**src/ctc_pkg.sv**
```systemverilog
// Shared constants and types of the card time-out counter unit
`default_nettype none
package ctc_pkg;
  localparam int        ADDR_W          = 5;
  localparam int        DATA_W          = 8;
  // Register offsets
  localparam logic [4:0] TOC_OFS         = 5'h08;
  localparam logic [4:0] RELOAD_LOW_OFS  = 5'h09;
  localparam logic [4:0] RELOAD_MID_OFS  = 5'h0a;
  localparam logic [4:0] RELOAD_HIGH_OFS = 5'h0b;
  localparam logic [4:0] STATUS_OFS      = 5'h0c;
  localparam logic [4:0] IRQ_EN_OFS      = 5'h0d;
  localparam logic [4:0] IRQ_CLR_OFS     = 5'h0e;
  localparam logic [4:0] SESSION_OFS     = 5'h0f;
  localparam logic [4:0] ETU_DIV_OFS     = 5'h10;
  localparam logic [4:0] EXTRA_GUARD_OFS = 5'h11;
  // Mode codes
  localparam logic [7:0] MODE_HALT       = 8'h00;
  localparam logic [7:0] MODE_C1_ONLY    = 8'h05;
  localparam logic [7:0] MODE_WIDE       = 8'h61;
  localparam logic [7:0] MODE_BOTH       = 8'h65;
  // Status, enable and clear layout
  localparam int        STATUS_W        = 4;
  localparam int        ST_C1_BIT       = 0;
  localparam int        ST_WIDE_BIT     = 1;
  localparam int        ST_ATR_MIN_BIT  = 2;
  localparam int        ST_ATR_MAX_BIT  = 3;
  // Session control layout
  localparam int        SES_START_BIT   = 0;
  localparam int        SES_T1_BIT      = 1;
  // Reset values
  localparam logic [7:0] TOC_RESET       = 8'h00;
  localparam logic [7:0] RELOAD_RESET    = 8'h00;
  localparam logic [7:0] ETU_DIV_RESET   = 8'h0f;
  localparam logic [7:0] GUARD_RESET     = 8'h00;
  localparam logic [3:0] STATUS_RESET    = 4'h0;
  localparam logic [1:0] SESSION_RESET   = 2'h0;
  // Answer-to-reset clock windows, in card clock cycles
  localparam int        ATR_CNT_W       = 9;
  localparam logic [8:0] ATR_MIN_CLOCKS  = 9'd200;
  localparam int        ATR_MAX_REV1    = 384;
  localparam int        ATR_MAX_REV2    = 368;
  // Block guard time, in bit duration units
  localparam logic [7:0] BGT_T0_ETU      = 8'h10;
  localparam logic [7:0] BGT_T1_ETU      = 8'h16;
  // Counter 1 sequencing
  typedef enum logic [1:0] {
    C1_IDLE  = 2'b00,
    C1_ARMED = 2'b01,
    C1_RUN   = 2'b10
  } ctc_c1_state_type;
endpackage : ctc_pkg
`default_nettype wire

```
**src/ctc_down_counter.sv**
```systemverilog
// Reloading down counter stepped by bit duration ticks
`timescale 1ns/100ps
`default_nettype none
module ctc_down_counter
  import ctc_pkg::*;
#(
  parameter int WIDTH = 8
)
(
  input  wire logic             clk_in,
  input  wire logic             rst_n_in,
  input  wire logic             load_in,
  input  wire logic             enable_in,
  input  wire logic             tick_in,
  input  wire logic [WIDTH-1:0] value_in,
  output logic      [WIDTH-1:0] count_out,
  output logic                  expire_out
);
  logic [WIDTH-1:0] count_next;
  logic             expire_next;

  if (WIDTH < 2 || WIDTH > 24)
  begin : g_bad_width
    $error("ctc_down_counter: WIDTH out of range");
  end

  always_comb
  begin
    count_next  = count_out;
    expire_next = 1'b0;
    if (load_in)
      count_next = value_in;
    else if (enable_in && tick_in)
    begin
      // A zero load expires on every tick rather than wrapping
      if (count_out <= WIDTH'(1))
      begin
        expire_next = 1'b1;
        count_next  = value_in;
      end
      else
        count_next = count_out - WIDTH'(1);
    end
  end

  always_ff @(posedge clk_in or negedge rst_n_in)
  begin
    if (!rst_n_in)
    begin
      count_out  <= '0;
      expire_out <= 1'b0;
    end
    else
    begin
      count_out  <= count_next;
      expire_out <= expire_next;
    end
  end
endmodule : ctc_down_counter
`default_nettype wire

```
**src/ctc_pin_sync.sv**
```systemverilog
// Three-stage pin synchroniser with agreement filter and edge pulses
`timescale 1ns/100ps
`default_nettype none
module ctc_pin_sync
  import ctc_pkg::*;
(
  input  wire logic clk_in,
  input  wire logic rst_n_in,
  input  wire logic pin_in,
  output logic      level_out,
  output logic      rise_out,
  output logic      fall_out
);
  logic s1_reg, s2_reg, s3_reg;
  logic level_next, rise_next, fall_next;

  always_comb
  begin
    level_next = level_out;
    rise_next  = 1'b0;
    fall_next  = 1'b0;
    // Only the later two stages decide; the first may be metastable
    if (s2_reg == s3_reg && s2_reg != level_out)
    begin
      level_next = s2_reg;
      rise_next  = s2_reg;
      fall_next  = ~s2_reg;
    end
  end

  always_ff @(posedge clk_in or negedge rst_n_in)
  begin
    if (!rst_n_in)
    begin
      s1_reg    <= 1'b1;
      s2_reg    <= 1'b1;
      s3_reg    <= 1'b1;
      level_out <= 1'b1;
      rise_out  <= 1'b0;
      fall_out  <= 1'b0;
    end
    else
    begin
      s1_reg    <= pin_in;
      s2_reg    <= s1_reg;
      s3_reg    <= s2_reg;
      level_out <= level_next;
      rise_out  <= rise_next;
      fall_out  <= fall_next;
    end
  end
endmodule : ctc_pin_sync
`default_nettype wire

```
**src/ctc_timeout_unit.sv**
```systemverilog
// Card time-out counter unit: registers, counters, ATR windows, guard time
// Behaviour
// - Mode 00 halts all three counters.
// - Mode 05 stops counters 2 and 3; counter 1 keeps auto-reloading.
// - Mode 61 stops counter 1, starts 16-bit high:mid count on write.
// - In 61, 16-bit terminal count sets wide flag and interrupts.
// - Mode 65 starts counter 1 auto-reload on first I/O start bit.
// - Counter 1 terminal count sets its flag, interrupts, restarts.
// - Mode 65 starts 16-bit count on write; expiry flags and interrupts.
// - Session start counts 200 and upper ATR clock windows in hardware.
// - Guard time for T=0 and T=1 timed in dedicated hardware and reported on guard_ok_out.
// - Low reload byte feeds counter 1.
// - Mid reload is low byte, high reload high byte of 16-bit count.
//
// Design decision made here: the strobed register port.
`timescale 1ns/100ps
`default_nettype none
module ctc_timeout_unit
  import ctc_pkg::*;
#(
  parameter int ATR_MAX_CLOCKS = ATR_MAX_REV1
)
(
  input  wire logic              sys_clk_in,
  input  wire logic              reset_n_in,
  input  wire logic [ADDR_W-1:0] addr_in,
  input  wire logic [DATA_W-1:0] wdata_in,
  input  wire logic              wr_in,
  input  wire logic              rd_in,
  input  wire logic              io_line_in,
  input  wire logic              card_clk_in,
  output logic      [DATA_W-1:0] rdata_out,
  output logic                   irq_out,
  output logic                   guard_ok_out
);
  if (ATR_MAX_CLOCKS != ATR_MAX_REV1 && ATR_MAX_CLOCKS != ATR_MAX_REV2)
  begin : g_bad_atr
    $error("ctc_timeout_unit: ATR_MAX_CLOCKS must be 384 or 368");
  end
  localparam logic [8:0] ATR_MAX = 9'(ATR_MAX_CLOCKS);

  function automatic logic wr_hit(input logic [4:0] ofs);
    return wr_in && addr_in == ofs;
  endfunction : wr_hit

  // Reset release
  logic rst_meta_reg, rst_n;
  always_ff @(posedge sys_clk_in or negedge reset_n_in)
  begin
    if (!reset_n_in)
    begin
      rst_meta_reg <= 1'b0;
      rst_n        <= 1'b0;
    end
    else
    begin
      rst_meta_reg <= 1'b1;
      rst_n        <= rst_meta_reg;
    end
  end

  // Pins
  logic io_start, card_rise;
  ctc_pin_sync u_io_sync (
    .clk_in    (sys_clk_in),
    .rst_n_in  (rst_n),
    .pin_in    (io_line_in),
    .level_out (),
    .rise_out  (),
    .fall_out  (io_start)
  );
  ctc_pin_sync u_clk_sync (
    .clk_in    (sys_clk_in),
    .rst_n_in  (rst_n),
    .pin_in    (card_clk_in),
    .level_out (),
    .rise_out  (card_rise),
    .fall_out  ()
  );

  // Software registers
  logic [7:0]          timeout_mode_config_reg, timeout_mode_config_next;
  logic [7:0]          reload_low_byte_reg, reload_low_byte_next;
  logic [7:0]          reload_mid_byte_reg, reload_mid_byte_next;
  logic [7:0]          reload_high_byte_reg, reload_high_byte_next;
  logic [STATUS_W-1:0] irq_en_reg, irq_en_next;
  logic [1:0]          session_reg, session_next;
  logic [7:0]          etu_div_reg, etu_div_next;
  logic [7:0]          extra_guard_reg, extra_guard_next;

  always_comb
  begin
    timeout_mode_config_next = timeout_mode_config_reg;
    reload_low_byte_next     = reload_low_byte_reg;
    reload_mid_byte_next     = reload_mid_byte_reg;
    reload_high_byte_next    = reload_high_byte_reg;
    irq_en_next              = irq_en_reg;
    session_next             = session_reg;
    etu_div_next             = etu_div_reg;
    extra_guard_next         = extra_guard_reg;
    if (wr_hit(TOC_OFS))         timeout_mode_config_next = wdata_in;
    if (wr_hit(RELOAD_LOW_OFS))  reload_low_byte_next     = wdata_in;
    if (wr_hit(RELOAD_MID_OFS))  reload_mid_byte_next     = wdata_in;
    if (wr_hit(RELOAD_HIGH_OFS)) reload_high_byte_next    = wdata_in;
    if (wr_hit(IRQ_EN_OFS))      irq_en_next              = wdata_in[STATUS_W-1:0];
    if (wr_hit(SESSION_OFS))     session_next             = wdata_in[1:0];
    if (wr_hit(ETU_DIV_OFS))     etu_div_next             = wdata_in;
    if (wr_hit(EXTRA_GUARD_OFS)) extra_guard_next         = wdata_in;
  end

  always_ff @(posedge sys_clk_in or negedge rst_n)
  begin
    if (!rst_n)
    begin
      timeout_mode_config_reg <= TOC_RESET;
      reload_low_byte_reg     <= RELOAD_RESET;
      reload_mid_byte_reg     <= RELOAD_RESET;
      reload_high_byte_reg    <= RELOAD_RESET;
      irq_en_reg              <= STATUS_RESET;
      session_reg             <= SESSION_RESET;
      etu_div_reg             <= ETU_DIV_RESET;
      extra_guard_reg         <= GUARD_RESET;
    end
    else
    begin
      timeout_mode_config_reg <= timeout_mode_config_next;
      reload_low_byte_reg     <= reload_low_byte_next;
      reload_mid_byte_reg     <= reload_mid_byte_next;
      reload_high_byte_reg    <= reload_high_byte_next;
      irq_en_reg              <= irq_en_next;
      session_reg             <= session_next;
      etu_div_reg             <= etu_div_next;
      extra_guard_reg         <= extra_guard_next;
    end
  end

  // Bit duration unit: one tick every etu_div_reg + 1 system clocks
  logic [7:0] etu_cnt_reg, etu_cnt_next;
  logic       etu_tick_reg, etu_tick_next;
  always_comb
  begin
    etu_tick_next = (etu_cnt_reg >= etu_div_reg);
    etu_cnt_next  = etu_tick_next ? 8'h00 : etu_cnt_reg + 8'h01;
  end

  // Counter sequencing
  ctc_c1_state_type c1_state_reg, c1_state_next;
  logic             wide_run_reg, wide_run_next;
  logic             c1_load, wide_load, c1_expire, wide_expire;
  logic [7:0]       c1_count;
  logic [15:0]      wide_count;

  always_comb
  begin
    c1_state_next = c1_state_reg;
    wide_run_next = wide_run_reg;
    c1_load       = 1'b0;
    wide_load     = 1'b0;
    if (wr_hit(TOC_OFS))
    begin
      // Unlisted codes halt everything, the safest reading of undefined
      unique case (wdata_in)
        MODE_C1_ONLY:
          wide_run_next = 1'b0;
        MODE_WIDE:
        begin
          c1_state_next = C1_IDLE;
          wide_run_next = 1'b1;
          wide_load     = 1'b1;
        end
        MODE_BOTH:
        begin
          c1_state_next = C1_ARMED;
          wide_run_next = 1'b1;
          wide_load     = 1'b1;
        end
        default:
        begin
          c1_state_next = C1_IDLE;
          wide_run_next = 1'b0;
        end
      endcase
    end
    else
    begin
      // One-shot: the wide count stops at its terminal count
      if (wide_expire)
        wide_run_next = 1'b0;
      unique case (c1_state_reg)
        C1_ARMED:
          if (io_start)
          begin
            c1_state_next = C1_RUN;
            c1_load       = 1'b1;
          end
        C1_IDLE, C1_RUN:
          c1_state_next = c1_state_reg;
        default:
          c1_state_next = C1_IDLE;
      endcase
    end
  end

  always_ff @(posedge sys_clk_in or negedge rst_n)
  begin
    if (!rst_n)
    begin
      c1_state_reg <= C1_IDLE;
      wide_run_reg <= 1'b0;
      etu_cnt_reg  <= 8'h00;
      etu_tick_reg <= 1'b0;
    end
    else
    begin
      c1_state_reg <= c1_state_next;
      wide_run_reg <= wide_run_next;
      etu_cnt_reg  <= etu_cnt_next;
      etu_tick_reg <= etu_tick_next;
    end
  end

  // Counter 1 reloads itself on expiry
  ctc_down_counter #(.WIDTH(8)) u_counter1 (
    .clk_in     (sys_clk_in),
    .rst_n_in   (rst_n),
    .load_in    (c1_load),
    .enable_in  (c1_state_reg == C1_RUN),
    .tick_in    (etu_tick_reg),
    .value_in   (reload_low_byte_reg),
    .count_out  (c1_count),
    .expire_out (c1_expire)
  );
  // Counters 3 and 2 chained
  ctc_down_counter #(.WIDTH(16)) u_counter32 (
    .clk_in     (sys_clk_in),
    .rst_n_in   (rst_n),
    .load_in    (wide_load),
    .enable_in  (wide_run_reg),
    .tick_in    (etu_tick_reg),
    .value_in   ({reload_high_byte_reg, reload_mid_byte_reg}),
    .count_out  (wide_count),
    .expire_out (wide_expire)
  );

  // Answer-to-reset windows on the card clock
  logic [8:0] atr_cnt_reg, atr_cnt_next;
  logic       atr_min_hit, atr_max_hit;
  always_comb
  begin
    atr_cnt_next = atr_cnt_reg;
    atr_min_hit  = 1'b0;
    atr_max_hit  = 1'b0;
    if (!session_reg[SES_START_BIT])
      atr_cnt_next = 9'h000;
    else if (card_rise && atr_cnt_reg != ATR_MAX)
    begin
      atr_cnt_next = atr_cnt_reg + 9'h001;
      atr_min_hit  = (atr_cnt_next == ATR_MIN_CLOCKS);
      atr_max_hit  = (atr_cnt_next == ATR_MAX);
    end
  end

  // Block guard time since the last start bit
  logic [7:0] bgt_cnt_reg, bgt_cnt_next;
  logic       guard_next;
  logic [8:0] guard_need;
  always_comb
  begin
    guard_need   = {1'b0, session_reg[SES_T1_BIT] ? BGT_T1_ETU : BGT_T0_ETU} + {1'b0, extra_guard_reg};
    bgt_cnt_next = bgt_cnt_reg;
    if (io_start)
      bgt_cnt_next = 8'h00;
    else if (etu_tick_reg && bgt_cnt_reg != 8'hff)
      bgt_cnt_next = bgt_cnt_reg + 8'h01;
    guard_next = {1'b0, bgt_cnt_reg} >= guard_need;
  end

  // Status, interrupt and read port
  logic [STATUS_W-1:0] card_link_status_reg, status_next, status_set, status_clr;
  logic [7:0]          rdata_next;
  always_comb
  begin
    status_set = '0;
    status_set[ST_C1_BIT]      = c1_expire;
    status_set[ST_WIDE_BIT]    = wide_expire;
    status_set[ST_ATR_MIN_BIT] = atr_min_hit;
    status_set[ST_ATR_MAX_BIT] = atr_max_hit;
    status_clr = '0;
    if (rd_in && addr_in == STATUS_OFS)
      status_clr = '1;
    if (wr_hit(IRQ_CLR_OFS))
      status_clr = status_clr | wdata_in[STATUS_W-1:0];
    // Set wins so an event in the clearing cycle survives
    status_next = (card_link_status_reg & ~status_clr) | status_set;
    rdata_next  = 8'h00;
    if (rd_in)
    begin
      unique case (addr_in)
        TOC_OFS:         rdata_next = timeout_mode_config_reg;
        STATUS_OFS:      rdata_next = {4'h0, card_link_status_reg};
        IRQ_EN_OFS:      rdata_next = {4'h0, irq_en_reg};
        SESSION_OFS:     rdata_next = {6'h00, session_reg};
        ETU_DIV_OFS:     rdata_next = etu_div_reg;
        EXTRA_GUARD_OFS: rdata_next = extra_guard_reg;
        default:         rdata_next = 8'h00;
      endcase
    end
  end

  always_ff @(posedge sys_clk_in or negedge rst_n)
  begin
    if (!rst_n)
    begin
      atr_cnt_reg          <= 9'h000;
      bgt_cnt_reg          <= 8'h00;
      guard_ok_out         <= 1'b0;
      card_link_status_reg <= STATUS_RESET;
      irq_out              <= 1'b0;
      rdata_out            <= 8'h00;
    end
    else
    begin
      atr_cnt_reg          <= atr_cnt_next;
      bgt_cnt_reg          <= bgt_cnt_next;
      guard_ok_out         <= guard_next;
      card_link_status_reg <= status_next;
      irq_out              <= |(status_next & irq_en_next);
      rdata_out            <= rdata_next;
    end
  end
endmodule : ctc_timeout_unit
`default_nettype wire

```
**config.mk**
```make
export PLATFORM = sky130hd
export DESIGN_NAME = ctc_timeout_unit
export DESIGN_NICKNAME = d
export VERILOG_FILES = /design/src/ctc_pkg.sv /design/src/ctc_down_counter.sv /design/src/ctc_pin_sync.sv /design/src/ctc_timeout_unit.sv
export SDC_FILE = /design/constraint.sdc
export NUM_CORES = 1
export LEC_CHECK = 0
export BUFFER_PORTS_ARGS = -buffer_cell sky130_fd_sc_hd__buf_4
export CAP_MARGIN = 15
export CORE_ASPECT_RATIO = 1.1
export CORE_MARGIN = 2
export CORE_UTILIZATION = 42
export DETAILED_ROUTE_END_ITERATION = 6
export GPL_TIMING_DRIVEN = 0
export PLACE_DENSITY = 0.66
export SYNTH_ARGS = -nofsm -noshare
export SYNTH_HDL_FRONTEND = slang
export SYNTH_HIERARCHICAL = 1
export SYNTH_SLANG_ARGS = --single-unit
```
**constraint.sdc**
```tcl
create_clock -name sys_clk_in -period 6.65 [get_ports sys_clk_in]
set_input_delay 0.9975 -clock sys_clk_in [delete_from_list [all_inputs] [get_ports sys_clk_in]]
set_output_delay 0.9975 -clock sys_clk_in [all_outputs]
set_load 0.05 [all_outputs]
```
==> results.yml <==
placed_design:
  detailedPlacementHpwl_mm: 11.0
  place.gp.congestion: 0.863
  portBuffers: 25
  dp.cells: 868
  placed_instance_area_um2: 7480
floorplan:
  effective_utilization_at_floorplan: 0.428
  floorplan.rows: 49
  die_area_um2: 17700
  design.core.area_um2: 16300
  fp.dieH_um: 139
  boundaryPins: 29
  chipWidth_um: 127
layout:
  finalInstanceArea_um2: 8140
  finish.net_count: 730
  fin_cells: 901
  post_route_cells_drive_above_1_share: 0.225
  area_used_by_multi_input_combinational_logic_um2: 3380
  layout.area.seq_um2: 3400
  most_common_library_cell_in_the_layout_ignoring_fill_and_taps: "sky130_fd_sc_hd__dfrtp_1"
  n_antenna_cell: 0
  finalCoreUtilization: 0.499
  layout.cells.most_common_list: "sky130_fd_sc_hd__dfrtp_1 (122), sky130_fd_sc_hd__mux2_2 (53), sky130_fd_sc_hd__nor2_1 (45), sky130_fd_sc_hd__nand2_1 (42), sky130_fd_sc_hd__buf_4 (27)"
  largest_register_ffs: 16
  syn2layout_area_growth_pct: 16.7
  layout_filler_cell_count: 1466
critical_path:
  r2r_start: "session_reg[1]"
  rr_worst_depth: 11
  critPathCaptureType: "flop"
  cp-start-kind: "input port"
  critPathLaunch: "addr_in[4]"
  path_max_fanout: 10
  timing.critical_path.to: "u_counter32/count_out[3]"
  worst_r2r_endpoint: "guard_ok_out"
  critical_path_class: "in -> reg"
  worst_ep_arrival_time_ns: 3.74
  required_arrival_time_at_the_worst_endpoint_ns: 6.99
  regToRegSetupSlack_ns: 4.18
grt:
  grt_first_pass_wirelength_mm: 26.6
  grt_pass1_vias: 5222
  grt_usage: 0.189
  pin_count_of_the_biggest_net_entering_global_routing: 59
  grt_remaining_overflow: 0
  antenna_found_initial: 0
min_path:
  hold_class: "reg -> async"
clock_tree:
  number_of_buffers_created_by_cts: 17
  ctsRootBufferMaster: "sky130_fd_sc_hd__clkbuf_16"
  deepest_clock_path_buffer_count: 2
  cts.sinks: 135
  cts_max_level: 4
  post_cts_setup_inserts: 0
  worstSkewPairLatency_ns: 0.42
  clock_transition_at_the_registers_of_the_reported_paths_ns: 0.06
  post_cts_hold_buffer_count: 0
  post_cts.resized_instances: 0
  tritoncts_clock_tree: "yes"
detailed_routing:
  drt_iter0_markers: 392
  final_antenna_net_count: 0
  wl_per_cell_um: 17.4
  drcViolationCount: 0
  drt_first_pass_iters: 6
  wirelength_mm: 15.7
  post_drt_via_cell_ratio: 5.72
  vias: 5157
timing:
  setup_viol_count_final: 0
  timing_max_transition_violations_final: 0
  min_period_over_period: 0.510
  max_slew_margin: 0.395
  fin_tns_setup_ns: 0
  finalWorstPathRequiredPeriod_ns: 3.39
  finalHoldViolations: 0
  timing.fmax_ghz: 0.295
  tightest_slew_ns: 0.898
  rsz0062_at_grt: "no"
  skew_ns: 0.00671
synthesis:
  post_synth_instance_area_um2: 6970
  ys_warn_count: 6
  synth_fp_nets: 683
  synthesis.instances: 637
  post_synth.cell_area_avg_um2: 10.9
power_and_ir_drop:
  total_power_uw: 2440
  total_leakage_power_uw: 0.00360
  vdd_ir_drop_max_v: 0.000176
  power_density_nw_per_um2: 300
job:
  cap_violations: 0
status:
  status: "finished clean"
[layout make-up]
class,instances,share of cell area
clock buffers,20,0.0561
repair buffers,28,0.0307
inverters,24,0.0111
flip-flops and latches,135,0.417
multi-input cells,453,0.415
well taps,204,0.0314
plain buffers,25,0.0138
clock inverters,12,0.0244
[worst min-delay path by stage]
stage | from | slack, ns | endpoint | cells past startpoint
2_1_floorplan | rst_meta_reg | 0.33 | rst_n | 0
3_3_place_gp | rst_meta_reg | 0.34 | rst_n | 0
3_5_place_dp | rst_n | 0.23 | etu_cnt_reg[1] | 0
4_1_cts | rst_n | 0.24 | etu_cnt_reg[1] | 0
5_1_grt | rst_n | 0.26 | rdata_out[3] | 0
6_report | rst_n | 0.22 | etu_cnt_reg[1] | 0
[critical path, cell delays in order]
cell and delay [ns]:
sky130_fd_sc_hd__buf_4 0.14, sky130_fd_sc_hd__nor3_1 0.28, sky130_fd_sc_hd__nand3_1 0.30, sky130_fd_sc_hd__clkbuf_1 0.35, sky130_fd_sc_hd__nor2_1 0.55, sky130_fd_sc_hd__clkbuf_1 0.39, sky130_fd_sc_hd__clkbuf_1 0.48, sky130_fd_sc_hd__nor2_1 0.09
sky130_fd_sc_hd__a21oi_1 0.16
[where the power goes]
part	switching [uW]	internal [uW]	leakage, uW
registers	100	935	0.00173
clock network	354	684	0.000320
logic	186	181	0.00154
total	640	1800	0.00360
[per-stage QoR]
| step | setup slack (ns) | hold slack [ns] |
|---|---|---|
| floorplan | 2.63 | 0.331 |
| global placement | 1.19 | 0.338 |
| detailed placement | 2.89 | 0.231 |
| CTS | 3.34 | 0.240 |
| global route | 3.00 | 0.261 |
| finish | 3.26 | 0.223 |
[layer usage]
metal | GRT usage | wire, um
met5 | 0 | 0
met2 | 0.316 | 7790
met4 | 0.0700 | 347
met1 | 0.245 | 6940
met3 | 0.0370 | 634
Note: power is estimated with default switching activity, not from simulation.
